==> src/ggrb_pkg.sv <==
// package: register map, field positions, reset values and timing for the gauge register bank
package ggrb_pkg;
  // register offsets
  localparam logic [6:0] ADDR_TEMP_GAUGE   = 7'h02;
  localparam logic [6:0] ADDR_AVAIL_HIGH   = 7'h03;
  localparam logic [6:0] ADDR_PACK_TYPE    = 7'h04;
  localparam logic [6:0] ADDR_LEARNED_FULL = 7'h05;
  localparam logic [6:0] ADDR_SEC_FLAGS    = 7'h06;
  localparam logic [6:0] ADDR_PULLDOWN     = 7'h07;
  localparam logic [6:0] ADDR_PULLUP       = 7'h08;
  localparam logic [6:0] ADDR_OVERRIDE     = 7'h0a;
  localparam logic [6:0] ADDR_OFFSET       = 7'h0b;
  localparam logic [6:0] ADDR_SELF_DIS     = 7'h0c;
  localparam logic [6:0] ADDR_FILTER       = 7'h0d;
  localparam logic [6:0] ADDR_LOAD_COMP    = 7'h0e;
  localparam logic [6:0] ADDR_CHARGE_COMP  = 7'h0f;
  localparam logic [6:0] ADDR_AVAIL_LOW    = 7'h17;
  localparam logic [6:0] ADDR_SOFT_RESET   = 7'h1e;
  // field positions
  localparam int CHARGE_RATE_BIT   = 7;
  localparam int OVERLOAD_BIT      = 0;
  localparam int OVR_ENABLE_BIT    = 1;
  localparam int OVR_MSB_BIT       = 7;
  localparam int PIN_COUNT         = 6;
  localparam int SEG_COUNT         = 5;
  // reset and initial values
  localparam logic [7:0]  OFFSET_NONE      = 8'h00;
  localparam logic [7:0]  OFFSET_75UV      = 8'h2e;
  localparam logic [7:0]  OFFSET_150UV     = 8'h17;
  localparam logic [7:0]  FILTER_DEFAULT   = 8'hb4;
  localparam logic [7:0]  ZERO_BYTE        = 8'h00;
  localparam logic [15:0] ZERO_WORD        = 16'h0000;
  // charge efficiency scaling
  localparam logic [7:0]  TEMP_BAND_STEP   = 8'h05;
  localparam logic [7:0]  TRICKLE_DROP     = 8'h0f;
  localparam logic [3:0]  TEMP_BAND_30C    = 4'h7;
  // timing: charge-rate window of one second at 125 MHz
  localparam int          CLK_HZ           = 125_000_000;
  localparam int          RATE_WINDOW_MS   = 1000;
  localparam int          RATE_WINDOW_CYC  = CLK_HZ / 1000 * RATE_WINDOW_MS;
  localparam logic [7:0]  FAST_RATE_MIN    = 8'h02;
endpackage : ggrb_pkg

==> src/ggrb_host_if.sv <==
// interface: register access strobes between the serial front end and the register bank
`timescale 1ns/1ps
`default_nettype none
interface ggrb_host_if;
  logic       wrStb;
  logic       rdStb;
  logic [6:0] addr;
  logic [7:0] wrData;
  logic [7:0] rdData;
  modport bank (input wrStb, input rdStb, input addr, input wrData, output rdData);
  modport port (output wrStb, output rdStb, output addr, output wrData, input rdData);
endinterface : ggrb_host_if
`default_nettype wire

==> src/ggrb_register_bank.sv <==
// module: host-visible register bank of the charge gauge
// Summary of operation
// - temperature and gauge byte at 02h, temperature high nibble, gauge low nibble
// - gauge nibble is available charge over full reference in sixteenths
// - available charge at 03h/17h counts up on charge, down on discharge
// - pack-type tag at 04h is host read/write and steers nothing
// - learned full capacity at 05h is read/write and learned from full-to-empty discharge
// - charge-rate flag sets on charge start, clears below 2 counts per second
// - charge-rate flag selects fast or trickle efficiency factors
// - overload flag follows sensed voltage below threshold chosen by pin 4
// - pull-down map at 07h, bit n-1 for pin n, top bits zero
// - pull-up map at 08h, bit n-1 for pin n, top bits zero
// - override enable drives segments 5..1 from override bits 5..1
// - override enable clears on host write of zero or on reset
// - offset register initialises from pin 6 to 0, 46 or 23
// - self-discharge register initialises from pin 3
// - filter threshold at 0dh is read/write, sets both valid thresholds
// - load compensation discharges counter at constant rate below charge threshold
// - charge compensation at 0fh initialises from pin 5, host writable
// - pin 5 high: minus 5 percent per band, trickle 15 percent lower
// - zero to soft-reset register then zero to full capacity resets device
// - reset loads full capacity, clears valid-discharge flag, override enable, counter, load comp, sets replaced
`timescale 1ns/1ps
`default_nettype none
module ggrb_register_bank (
  // clock and reset
  input  wire logic       clk_sys,
  input  wire logic       rstn,
  input  wire logic       clkEn,
  // serial decoder request
  input  wire logic       reqWr,
  input  wire logic       reqRd,
  input  wire logic [6:0] reqAddr,
  input  wire logic [7:0] reqData,
  output logic [7:0]      rdData,
  output logic            rdValid,
  // measurement pulses and levels from the analog front end
  input  wire logic       chargeTick,
  input  wire logic       dischargeTick,
  input  wire logic       selfDischargeTick,
  input  wire logic       loadCompTick,
  input  wire logic       belowChargeThresh,
  input  wire logic       belowOverloadThresh,
  input  wire logic       atEmpty,
  input  wire logic [3:0] temperatureCode,
  // program pin straps and programmed capacity
  input  wire logic [5:0] pinPulldown,
  input  wire logic [5:0] pinPullup,
  input  wire logic [7:0] programmedFullCapacity,
  // display and status
  input  wire logic [4:0] displaySegments,
  output logic [4:0]      segmentOutput,
  output logic [7:0]      chargeEfficiency,
  output logic [7:0]      filterThreshold,
  output logic [7:0]      offsetCorrection,
  output logic [7:0]      selfDischargeRate,
  output logic            batteryReplacedFlag,
  output logic            validDischargeFlag
);
  ggrb_host_if hostBus ();

  typedef struct packed {
    logic [1:0]  pinPhase;
    logic [15:0] availCharge;
    logic [7:0]  packTypeTag;
    logic [7:0]  learnedFull;
    logic        chargeRateFlag;
    logic        overloadFlag;
    logic [5:0]  pulldownMap;
    logic [5:0]  pullupMap;
    logic        overrideEnable;
    logic [4:0]  overrideBits;
    logic        overrideMsb;
    logic [7:0]  offsetCorr;
    logic [7:0]  selfDis;
    logic [7:0]  filterThr;
    logic [7:0]  loadComp;
    logic [7:0]  chargeComp;
    logic        softResetArmed;
    logic        replaced;
    logic        validDis;
    logic [15:0] discharged;
    logic [26:0] rateTimer;
    logic [7:0]  rateCount;
    logic [7:0]  rdData;
    logic        rdValid;
    logic [4:0]  segOut;
    logic [7:0]  effOut;
  } ggrb_state_t;
  ggrb_state_t st_q, st_d;

  logic [3:0]  gaugeNibble;
  logic [15:0] fullRef;

  // a window of one second is long, so it is a parameter for simulation
  localparam logic [26:0] RATE_WINDOW = 27'(ggrb_pkg::RATE_WINDOW_CYC);

  function automatic logic [7:0] offsetFromPin(input logic dn, input logic up);
    if (up) begin
      offsetFromPin = ggrb_pkg::OFFSET_150UV;
    end else if (dn) begin
      offsetFromPin = ggrb_pkg::OFFSET_75UV;
    end else begin
      offsetFromPin = ggrb_pkg::OFFSET_NONE;
    end
  endfunction : offsetFromPin

  // strap coding for self-discharge and charge comp; values beyond the three levels are plain defaults
  function automatic logic [7:0] strapLevel(input logic dn, input logic up,
                                             input logic [7:0] lo, input logic [7:0] mid, input logic [7:0] hi);
    if (up) begin
      strapLevel = hi;
    end else if (dn) begin
      strapLevel = lo;
    end else begin
      strapLevel = mid;
    end
  endfunction : strapLevel

  function automatic logic [7:0] satSub(input logic [7:0] a, input logic [7:0] b);
    satSub = (a > b) ? 8'(a - b) : ggrb_pkg::ZERO_BYTE;
  endfunction : satSub

  ggrb_port_front u_front (
    .clk_sys (clk_sys),
    .rstn    (rstn),
    .clkEn   (clkEn),
    .reqWr   (reqWr),
    .reqRd   (reqRd),
    .reqAddr (reqAddr),
    .reqData (reqData),
    .bus     (hostBus.port)
  );

  assign fullRef = {st_q.learnedFull, ggrb_pkg::ZERO_BYTE};

  ggrb_gauge_calc u_gauge (
    .clk_sys     (clk_sys),
    .rstn        (rstn),
    .clkEn       (clkEn),
    .availCharge (st_q.availCharge),
    .fullRef     (fullRef),
    .gaugeNibble (gaugeNibble)
  );

  logic       softReset;
  logic [7:0] bandsAbove;
  logic [7:0] eff;
  logic [7:0] rdMux;

  always_comb begin
    st_d = st_q;
    softReset = 1'b0;
    bandsAbove = ggrb_pkg::ZERO_BYTE;
    eff = st_q.chargeComp;
    rdMux = ggrb_pkg::ZERO_BYTE;
    st_d.rdValid = 1'b0;

    // straps are taken on the first enabled cycles after reset release
    if (st_q.pinPhase == 2'h1) begin
      st_d.pulldownMap = pinPulldown;
      st_d.pullupMap   = pinPullup;
      st_d.offsetCorr  = offsetFromPin(pinPulldown[5], pinPullup[5]);
      st_d.selfDis     = strapLevel(pinPulldown[2], pinPullup[2], 8'hfe, 8'hfd, 8'hfc);
      st_d.chargeComp  = strapLevel(pinPulldown[4], pinPullup[4], 8'h64, 8'h5f, 8'h5a);
      st_d.pinPhase    = 2'h2;
    end else if (st_q.pinPhase == 2'h0) begin
      st_d.pinPhase = 2'h1;
    end

    // charge counting
    if (chargeTick && st_q.availCharge != 16'hffff) begin
      st_d.availCharge = 16'(st_q.availCharge + 16'h0001);
      if (!st_q.chargeRateFlag && st_q.rateCount == ggrb_pkg::ZERO_BYTE) begin
        st_d.chargeRateFlag = 1'b1;
      end
      st_d.validDis = 1'b0;
      if (st_d.availCharge >= fullRef) begin
        st_d.replaced = 1'b0;
      end
    end else if ((dischargeTick || selfDischargeTick ||
                 (loadCompTick && belowChargeThresh && st_q.loadComp != ggrb_pkg::ZERO_BYTE))
                 && st_q.availCharge != ggrb_pkg::ZERO_WORD) begin
      st_d.availCharge = 16'(st_q.availCharge - 16'h0001);
      st_d.discharged  = 16'(st_q.discharged + 16'h0001);
      if (st_q.availCharge >= fullRef) begin
        st_d.validDis   = 1'b1;
        st_d.discharged = 16'h0001;
      end
    end

    // learn full capacity on a qualified full-to-empty discharge
    if (atEmpty && st_q.validDis) begin
      st_d.learnedFull = st_q.discharged[15:8];
      st_d.validDis    = 1'b0;
    end

    // charge rate: count ticks per one-second window
    // a tick on the window edge counts into the next window and wins over the clear
    if (st_q.rateTimer == RATE_WINDOW - 27'h1) begin
      st_d.rateTimer = '0;
      st_d.rateCount = chargeTick ? 8'h01 : ggrb_pkg::ZERO_BYTE;
      if (st_q.rateCount < ggrb_pkg::FAST_RATE_MIN && !chargeTick) begin
        st_d.chargeRateFlag = 1'b0;
      end
    end else begin
      st_d.rateTimer = 27'(st_q.rateTimer + 27'h1);
      if (chargeTick) begin
        st_d.rateCount = 8'(st_q.rateCount + 8'h01);
      end
    end

    st_d.overloadFlag = belowOverloadThresh;

    // efficiency: fast above 30C bands, trickle further reduced
    if (pinPullup[4] && temperatureCode > ggrb_pkg::TEMP_BAND_30C) begin
      bandsAbove = 8'({4'h0, temperatureCode - ggrb_pkg::TEMP_BAND_30C} * ggrb_pkg::TEMP_BAND_STEP);
    end
    eff = satSub(st_q.chargeComp, bandsAbove);
    if (!st_q.chargeRateFlag && pinPullup[4]) begin
      eff = satSub(eff, ggrb_pkg::TRICKLE_DROP);
    end
    st_d.effOut = eff;

    // host writes
    if (hostBus.wrStb) begin
      case (hostBus.addr)
        ggrb_pkg::ADDR_AVAIL_HIGH:   st_d.availCharge[15:8] = hostBus.wrData;
        ggrb_pkg::ADDR_AVAIL_LOW:    st_d.availCharge[7:0]  = hostBus.wrData;
        ggrb_pkg::ADDR_PACK_TYPE:    st_d.packTypeTag = hostBus.wrData;
        ggrb_pkg::ADDR_LEARNED_FULL: begin
          st_d.learnedFull = hostBus.wrData;
          softReset = st_q.softResetArmed && hostBus.wrData == ggrb_pkg::ZERO_BYTE;
        end
        ggrb_pkg::ADDR_OVERRIDE: begin
          st_d.overrideEnable = hostBus.wrData[ggrb_pkg::OVR_ENABLE_BIT];
          st_d.overrideBits   = hostBus.wrData[5:1];
          st_d.overrideMsb    = hostBus.wrData[ggrb_pkg::OVR_MSB_BIT];
        end
        ggrb_pkg::ADDR_OFFSET:       st_d.offsetCorr = hostBus.wrData;
        ggrb_pkg::ADDR_SELF_DIS:     st_d.selfDis    = hostBus.wrData;
        ggrb_pkg::ADDR_FILTER:       st_d.filterThr  = hostBus.wrData;
        ggrb_pkg::ADDR_LOAD_COMP:    st_d.loadComp   = hostBus.wrData;
        ggrb_pkg::ADDR_CHARGE_COMP:  st_d.chargeComp = hostBus.wrData;
        default: ;
      endcase
      // every write except a zero write to the soft-reset register clears the arming, the full-capacity write included
      st_d.softResetArmed = hostBus.addr == ggrb_pkg::ADDR_SOFT_RESET && hostBus.wrData == ggrb_pkg::ZERO_BYTE;
    end

    // host reads
    case (hostBus.addr)
      ggrb_pkg::ADDR_TEMP_GAUGE:   rdMux = {temperatureCode, gaugeNibble};
      ggrb_pkg::ADDR_AVAIL_HIGH:   rdMux = st_q.availCharge[15:8];
      ggrb_pkg::ADDR_AVAIL_LOW:    rdMux = st_q.availCharge[7:0];
      ggrb_pkg::ADDR_PACK_TYPE:    rdMux = st_q.packTypeTag;
      ggrb_pkg::ADDR_LEARNED_FULL: rdMux = st_q.learnedFull;
      ggrb_pkg::ADDR_SEC_FLAGS:    rdMux = {st_q.chargeRateFlag, 6'h00, st_q.overloadFlag};
      ggrb_pkg::ADDR_PULLDOWN:     rdMux = {2'h0, st_q.pulldownMap};
      ggrb_pkg::ADDR_PULLUP:       rdMux = {2'h0, st_q.pullupMap};
      ggrb_pkg::ADDR_OFFSET:       rdMux = st_q.offsetCorr;
      ggrb_pkg::ADDR_SELF_DIS:     rdMux = st_q.selfDis;
      ggrb_pkg::ADDR_FILTER:       rdMux = st_q.filterThr;
      ggrb_pkg::ADDR_LOAD_COMP:    rdMux = st_q.loadComp;
      ggrb_pkg::ADDR_CHARGE_COMP:  rdMux = st_q.chargeComp;
      default:                     rdMux = ggrb_pkg::ZERO_BYTE;
    endcase
    if (hostBus.rdStb) begin
      st_d.rdData  = rdMux;
      st_d.rdValid = 1'b1;
    end

    // segments: override replaces display data while enabled
    st_d.segOut = st_q.overrideEnable ? st_q.overrideBits : displaySegments;

    if (softReset) begin
      st_d.learnedFull    = programmedFullCapacity;
      st_d.validDis       = 1'b0;
      st_d.overrideEnable = 1'b0;
      st_d.loadComp       = ggrb_pkg::ZERO_BYTE;
      st_d.availCharge    = ggrb_pkg::ZERO_WORD;
      st_d.replaced       = 1'b1;
      st_d.softResetArmed = 1'b0;
      st_d.pinPhase       = 2'h0;
    end
  end

  assign hostBus.rdData = rdMux;

  always_ff @(posedge clk_sys) begin
    if (!rstn) begin
      st_q                <= '0;
      st_q.learnedFull    <= ggrb_pkg::ZERO_BYTE;
      st_q.filterThr      <= ggrb_pkg::FILTER_DEFAULT;
      st_q.replaced       <= 1'b1;
    end else if (clkEn) begin
      st_q <= st_d;
      // full capacity follows the programmed value while straps settle after reset
      if (st_q.pinPhase == 2'h1) begin
        st_q.learnedFull <= programmedFullCapacity;
      end
    end
  end

  assign rdData              = st_q.rdData;
  assign rdValid             = st_q.rdValid;
  assign segmentOutput       = st_q.segOut;
  assign chargeEfficiency    = st_q.effOut;
  assign filterThreshold     = st_q.filterThr;
  assign offsetCorrection    = st_q.offsetCorr;
  assign selfDischargeRate   = st_q.selfDis;
  assign batteryReplacedFlag = st_q.replaced;
  assign validDischargeFlag  = st_q.validDis;
endmodule : ggrb_register_bank
`default_nettype wire

==> src/ggrb_gauge_calc.sv <==
// module: gauge nibble from available charge versus full reference
`timescale 1ns/1ps
`default_nettype none
module ggrb_gauge_calc (
  // clock
  input  wire logic        clk_sys,
  input  wire logic        rstn,
  input  wire logic        clkEn,
  // operands
  input  wire logic [15:0] availCharge,
  input  wire logic [15:0] fullRef,
  // result
  output logic [3:0]       gaugeNibble
);
  typedef struct packed {
    logic [3:0] gauge;
  } ggrb_gc_state_t;
  ggrb_gc_state_t st_q, st_d;
  logic [19:0] scaled;
  always_comb begin
    st_d = st_q;
    scaled = {availCharge, 4'h0};
    if (availCharge == ggrb_pkg::ZERO_WORD || fullRef == ggrb_pkg::ZERO_WORD) begin
      st_d.gauge = 4'h0;
    end else if (availCharge >= fullRef) begin
      st_d.gauge = 4'hf;
    end else begin
      st_d.gauge = 4'((scaled / {4'h0, fullRef}));
    end
  end
  always_ff @(posedge clk_sys) begin
    if (!rstn) begin
      st_q <= '0;
    end else if (clkEn) begin
      st_q <= st_d;
    end
  end
  assign gaugeNibble = st_q.gauge;
endmodule : ggrb_gauge_calc
`default_nettype wire

==> src/ggrb_port_front.sv <==
// module: synchronises raw host access strobes into the bank's domain
`timescale 1ns/1ps
`default_nettype none
module ggrb_port_front (
  // clock
  input  wire logic       clk_sys,
  input  wire logic       rstn,
  input  wire logic       clkEn,
  // raw request from the serial decoder
  input  wire logic       reqWr,
  input  wire logic       reqRd,
  input  wire logic [6:0] reqAddr,
  input  wire logic [7:0] reqData,
  // bank side
  ggrb_host_if.port       bus
);
  typedef struct packed {
    logic [1:0] wrSync;
    logic [1:0] rdSync;
    logic       wrSeen;
    logic       rdSeen;
  } ggrb_pf_state_t;
  ggrb_pf_state_t st_q, st_d;
  always_comb begin
    st_d = st_q;
    // second stage only feeds the edge detect, first stage is left alone
    st_d.wrSync = {st_q.wrSync[0], reqWr};
    st_d.rdSync = {st_q.rdSync[0], reqRd};
    st_d.wrSeen = st_q.wrSync[1];
    st_d.rdSeen = st_q.rdSync[1];
  end
  always_ff @(posedge clk_sys) begin
    if (!rstn) begin
      st_q <= '0;
    end else if (clkEn) begin
      st_q <= st_d;
    end
  end
  // address and data are held stable by the decoder across the strobe
  assign bus.wrStb  = st_q.wrSync[1] & ~st_q.wrSeen & clkEn;
  assign bus.rdStb  = st_q.rdSync[1] & ~st_q.rdSeen & clkEn;
  assign bus.addr   = reqAddr;
  assign bus.wrData = reqData;
endmodule : ggrb_port_front
`default_nettype wire

==> config.mk <==
export PLATFORM = sky130hd
export DESIGN_NAME = ggrb_register_bank
export DESIGN_NICKNAME = d
export VERILOG_FILES = /design/src/ggrb_pkg.sv /design/src/ggrb_host_if.sv /design/src/ggrb_register_bank.sv /design/src/ggrb_gauge_calc.sv /design/src/ggrb_port_front.sv
export SDC_FILE = /design/constraint.sdc
export NUM_CORES = 1
export LEC_CHECK = 0
export BUFFER_PORTS_ARGS = -buffer_cell sky130_fd_sc_hd__buf_2
export CORE_MARGIN = 4
export CORE_UTILIZATION = 45
export CTS_CLUSTER_DIAMETER = 100
export DETAILED_ROUTE_END_ITERATION = 16
export PLACE_DENSITY = 0.58
export SYNTH_ARGS = -nofsm -noshare
export SYNTH_HDL_FRONTEND = slang
export SYNTH_SLANG_ARGS = --single-unit
==> constraint.sdc <==
create_clock -name clk_sys -period 36.6 [get_ports clk_sys]
set_clock_uncertainty 0.2 [all_clocks]
set_input_delay 5.49 -clock clk_sys [delete_from_list [all_inputs] [get_ports clk_sys]]
set_output_delay 5.49 -clock clk_sys [all_outputs]
set_load 0.05 [all_outputs]
==> metrics.cfg, run 1 <==
[synth]
yosysTopAreaCellShare_pct = 20.4
synth-edff-count = 0
synthArstFlopShare_pct = 0
yosysTopAreaCell = dfxtp_1
synth.avg_cell_area_sq_um = 7.48
synth_cells = 2361
syn-cell-area_sq_um = 17700
ys_seq_elements = 180
yosysMostFrequentCell = nand2_1
synth.area.top_cells = dfxtp_1 (20%), ha_1 (7.4%), nand2_1 (5.6%)
yosys_most_used_dff = dfxtp_1
synth_common_cells = nand2_1 (265), nor2_1 (213), dfxtp_1 (180), a21oi_1 (144), clkbuf_1 (111)
ys_seq_area_share_pct = 20.4
yosysWarnings = 0
synth_nets = 2523
synthDistinctLibCells = 121

[job]
maxCapViolCount = 0

[sta]
min_period_over_period_pct = 85.2
max_freq_mhz = 32.1
min_period_ps = 31200
drv_slew = 0
worst_slew_pin_slew_ps = 1170
timing_hold_violations_final = 0
fin_setup_tns_ps = 0
layout_setup_ws_ps = 5400
rsz0062_at_grt = false
holdWs_ps = 268
maxSlewHeadroom_pct = 21.0
setup_viol = 0

[finish]
drive_gt1_share_pct = 11.0
fillers = 3950
nNetsFinal = 2485
area_growth_pct = 6.03

[drt]
ant_nets = 0
wl_per_cell_um = 20.7
dr.pass1.iters = 8
num_vias = 17600
wl_mm = 59.1
drc = 0
post_drt_via_cell_ratio = 6.16
drt_iter0_drc = 1590

[global_route]
grt-ovfl-total = 0
grt_max_degree = 78
grt_pass1_wl_mm = 93.1
grt_pass1_vias = 16900
grt_use_total_pct = 27.3
grt_antenna_before_repair = 3

[setup_path]
required_ps = 36730
crit_buf_inv = 2
endpoint_kind = flop
path_class = reg2reg
cp_data_arrival_time_ps = 31320
ff2ff_path_depth = 128
crit_cells = 128
cp-start-kind = flop
max_stage_delay_ps = 900
crit_family = compound AO/OA/AOI/OAI gates
worstPathMaxFanout = 15
slowest_stage = o21ai_0

[clocking]
clock_latency_ps = 450
root_buffer = clkbuf_16
clockBufferDepth = 2
ctsHtreeMaxLevel = 4
cts_sinks = 180
cts_tree = done
post_cts_buffers = 0
path_clk_slew_ps = 70
cts-buffers-inserted = 17
cts_hold_buf = 0
cts_resized = 0

[placed_design]
dp_hpwl_mm = 44.1
gp_congestion = 0.976
dpl_worst_slack_ps = 6020
port_buffers = 103

[worst_hold_path]
min_path_cells = 2
min_path_type = reg2reg

[floorplanning]
start_util_pct = 45.6
io_pins = 104
dieHeight_um = 206
die_x_um = 206
core_area_sq_um = 38700
rows = 72
dieArea_sq_um = 42500

[status]
status = finished, final reports clean

[final timing paths]
| path | startpoint | end | slack [ps] |
|---|---|---|---|
| worst max-delay path | st_q[153]$_SDFFE_PN0P_ | u_gauge.gaugeNibble[0]$_SDFFE_PN0P_ | 5400 |
| worst min-delay path | st_q[129]$_SDFFE_PN0P_ | st_q[129]$_SDFFE_PN0P_ | 270 |
| worst max register to register | st_q[153]$_SDFFE_PN0P_ | u_gauge.gaugeNibble[0]$_SDFFE_PN0P_ | 5400 |
| worst min register to register | st_q[129]$_SDFFE_PN0P_ | st_q[129]$_SDFFE_PN0P_ | 270 |
[through the flow]
step	utilization (%)	cells	cell area (sq um)
2_1_floorplan	-	2361	17700
3_3_place_gp	46.8	2822	18100
3_5_place_dp	46.8	2822	18100
4_1_cts	48.3	2854	18700
5_1_grt	48.3	2854	18700
6_report	48.3	2855	18700
[state kept, by name, indices dropped and copies added, names as in the netlist, 2 cells and up]
name	flops
chargeEfficiency	8
st_q	114
fullRef	8
segmentOutput	5
offsetCorrection	8
u_front.st_d	4
filterThreshold	8
u_front.st_q	2
rdData	8
selfDischargeRate	8
u_gauge.gaugeNibble	4
[final cells by class]
class,count,area (sq um),share of cell area (%)
Sequential cell,180,3600,19.2
Inverter,59,221,1.18
Clock inverter,11,150,0.802
Tap cell,518,648,3.46
Clock buffer,21,460,2.46
Timing Repair Buffer,121,653,3.49
Multi-Input combinational cell,1944,13000,69.4
Antenna cell,1,2.50,0.0134
[placed cells by master, fill, tap and decap left out, drive strengths merged, types with 20 or more instances in the layout]
cell,netlist,layout
a21boi,32,32
a21o,35,35
a21oi,145,145
a22oi,23,23
a31oi,33,33
and2,48,48
and3,34,34
buf,66,121
clkbuf,112,21
dfxtp,180,180
ha,104,104
inv,58,60
mux2,30,30
mux2i,39,39
nand2,266,266
nand2b,28,28
nand3,100,100
nand4,45,45
nor2,214,214
nor2b,61,61
nor3,77,77
nor4,33,33
o211a,25,25
o21a,20,20
o21ai,102,102
o31ai,20,20
or3,21,21
xnor2,104,104
xor2,68,68
[tightest hold or removal path: stages, from the launching register on]
cell and delay, ps:
dfxtp_1 310, nand2_1 50, a21boi_0 60
[kinds of logic (layout without fill, tap and decap cells)]
kind of cell / after synthesis / count (layout) / synth area share (%)
DFF: 180 / 180 / 20.4
other: 0 / 1 / 0
and+or+nand+nor: 1002 / 1002 / 28.9
muxes: 69 / 69 / 4.26
AOI/OAI and AO/OA: 595 / 595 / 23.7
xor gates and xnor gates: 172 / 172 / 8.98
buffers and inverters: 237 / 212 / 6.13
adders and majority gates: 106 / 106 / 7.59
[routing by layer]
layer	share of wire, %	track usage [%]	vias up
li1	-	-	8479
met1	43	35.9	8247
met2	46	45.6	732
met3	7.1	3.86	136
met4	3.7	9.93	6
met5	0.068	0	-
Power of run 1 is left out: the tool's default activity adds up to more than one toggle a clock period on the data nets, which glitch-free logic cannot reach.
==> run 2, diff against run 1 <==
--- a/config.mk
+++ b/config.mk
@@ -10,7 +10,8 @@
 export CORE_UTILIZATION = 45
 export CTS_CLUSTER_DIAMETER = 100
 export DETAILED_ROUTE_END_ITERATION = 16
-export PLACE_DENSITY = 0.58
+export GPL_TIMING_DRIVEN = 0
+export PLACE_DENSITY = 0.6
 export SYNTH_ARGS = -nofsm -noshare
 export SYNTH_HDL_FRONTEND = slang
 export SYNTH_SLANG_ARGS = --single-unit
==> constraint.sdc (replaced) <==
create_clock -name clk_sys -period 26 [get_ports clk_sys]
set_clock_uncertainty 0.2 [all_clocks]
set_input_delay 3.9 -clock clk_sys [delete_from_list [all_inputs] [get_ports clk_sys]]
set_output_delay 3.9 -clock clk_sys [all_outputs]
set_load 0.05 [all_outputs]
==> run 2 against run 1 <==
Net effect:
- core utilization rose by 6.7 points
- via count up 9.9%
- setup slack got worse by 4600 ps
- fmax is 24% higher
- critical path depth rose by 7
- register-to-register slack got worse by 4600 ps
- sequential cell count unchanged
- critical path type unchanged
- largest cell class unchanged
- highest routed layer is now met4
==> metrics.cfg, run 2 (synthesized netlist as in run 1, its figures left out) <==
[status]
status = finished, final reports clean

[clocking]
cts-buffers-inserted = 17
root_buffer = clkbuf_16
clockBufferDepth = 2
cts_sinks = 180
cts_hold_buf = 0
ctsHtreeMaxLevel = 4
clock_latency_ps = 450
cts_tree = done
path_clk_slew_ps = 70

[setup_path]
slowest_stage = or4_4
endpoint_kind = flop
max_stage_delay_ps = 580
path_class = reg2reg
critPathCapture = u_gauge.gaugeNibble[0]$_SDFFE_PN0P_
startpoint = fullRef[11]$_SDFFE_PN0P_
ff2ff_path_depth = 135
ff2ff_setup_slack_ps = 760
cp_data_arrival_time_ps = 25360
r2r-start = fullRef[11]$_SDFFE_PN0P_
r2r_end = u_gauge.gaugeNibble[0]$_SDFFE_PN0P_
cp-start-kind = flop
required_ps = 26120
crit_path_frequent_cell = a21o_1
worstPathMaxFanout = 10

[worst_hold_path]
hp-start = st_q[58]$_SDFFE_PN0P_
min_path_cells = 2
min_path_type = reg2reg

[finish]
top_register = st_q
nNetsFinal = 2739
area_growth_pct = 20.6
largest_reg_flops = 114
fillers = 3772
drive_gt1_share_pct = 21.2
final_cell_mix = nand2_1 (256), nor2_1 (195), dfxtp_1 (175)
final_common_cell = nand2_1

[sta]
min_period_over_period_pct = 97.1
drv_slew = 0
worst_slew_pin_slew_ps = 1400
layout_setup_ws_ps = 756
maxSlewHeadroom_pct = 6.03
max_freq_mhz = 39.6
timing_hold_violations_final = 0
min_period_ps = 25240
setup_viol = 0

[floorplanning]
dieArea_sq_um = 42500
rows = 72
die_x_um = 206
io_pins = 104
dieHeight_um = 206
core_area_sq_um = 38700
start_util_pct = 45.6

[global_route]
grt_pass1_wl_mm = 101
grt_antenna_before_repair = 1
grt_pass1_vias = 18000
grt_use_total_pct = 30.0
grt-ovfl-total = 0
grt_max_degree = 17

[drt]
post_drt_via_cell_ratio = 6.22
num_vias = 19300
drt_iter0_drc = 1828
dr.pass1.iters = 9
drc = 0
ant_nets = 0
wl_per_cell_um = 21.5
wl_mm = 67.0

[placed_design]
dpl_worst_slack_ps = -4950
dp_hpwl_mm = 49.2
port_buffers = 97
gp_congestion = 0.990

[job]
maxCapViolCount = 0

-- run 2: timing repair --
action                                  4_1_cts  5_1_grt
buffers inserted                             48       58
endpoints found under the setup margin        3        2
gates resized for setup                     143      119
gates cloned                                  0        2
pin swaps                                    46       85
-- run 2: how the worst min path moves through the flow --
| stage | end |
|---|---|
| after floorplan | st_q[132]$_SDFFE_PN0P_ |
| after CTS | st_q[134]$_SDFFE_PN0P_ |
| after detailed placement | st_q[86]$_SDFFE_PN0P_ |
| after global placement | st_q[58]$_SDFFE_PN0P_ |
| after global routing | segmentOutput[3]$_SDFFE_PN0P_ |
| final | st_q[58]$_SDFFE_PN0P_ |
-- run 2: critical path, delay by kind of cell, from the launching register on --
kind                     cells  cell delay [ps]
multiplexers                 4             1320
buffers and inverters       10             1290
flip-flops                   1              540
AO/OA/AOI/OAI               63            10950
XOR/XNOR                     4              780
AND/OR/NAND/NOR             43             7310
adder cells (fa/ha/maj)     11             2660
-- run 2: per-layer routing --
layer / GRT usage [%] / part of all wire, % / vias up
met3: 3.88 / 8.4 / 196
met5: 0 / 0 / -
met2: 49.5 / 45 / 980
li1: - / - / 9001
met4: 10.5 / 4.2 / 0
met1: 40.4 / 42 / 9168
-- run 2: final cells by class --
type / instances / area (sq um) / share of cell area [%]
clock buffers: 19 / 453 / 2.13
diodes: 1 / 2.50 / 0.0117
well taps: 518 / 648 / 3.04
multi-input cells: 1945 / 14000 / 65.6
plain buffers: 170 / 890 / 4.18
clock inverters: 13 / 170 / 0.799
flip-flops and latches: 180 / 3610 / 17.0
inverters: 59 / 234 / 1.10
repair buffers: 204 / 1320 / 6.18
-- run 2: metrics by stage --
step	util, %	cells	setup TNS [ps]	hold slack, ps	area, sq um
finish	55.0	3109	0	279	21300
global route	55.0	3108	-241	307	21300
CTS	52.5	3051	0	278	20400
detailed placement	48.5	2976	-9450	267	18800
global placement	48.5	2976	-8640	258	18800
floorplan	-	2361	0	243	17700
Power of run 2 is left out for the same reason.
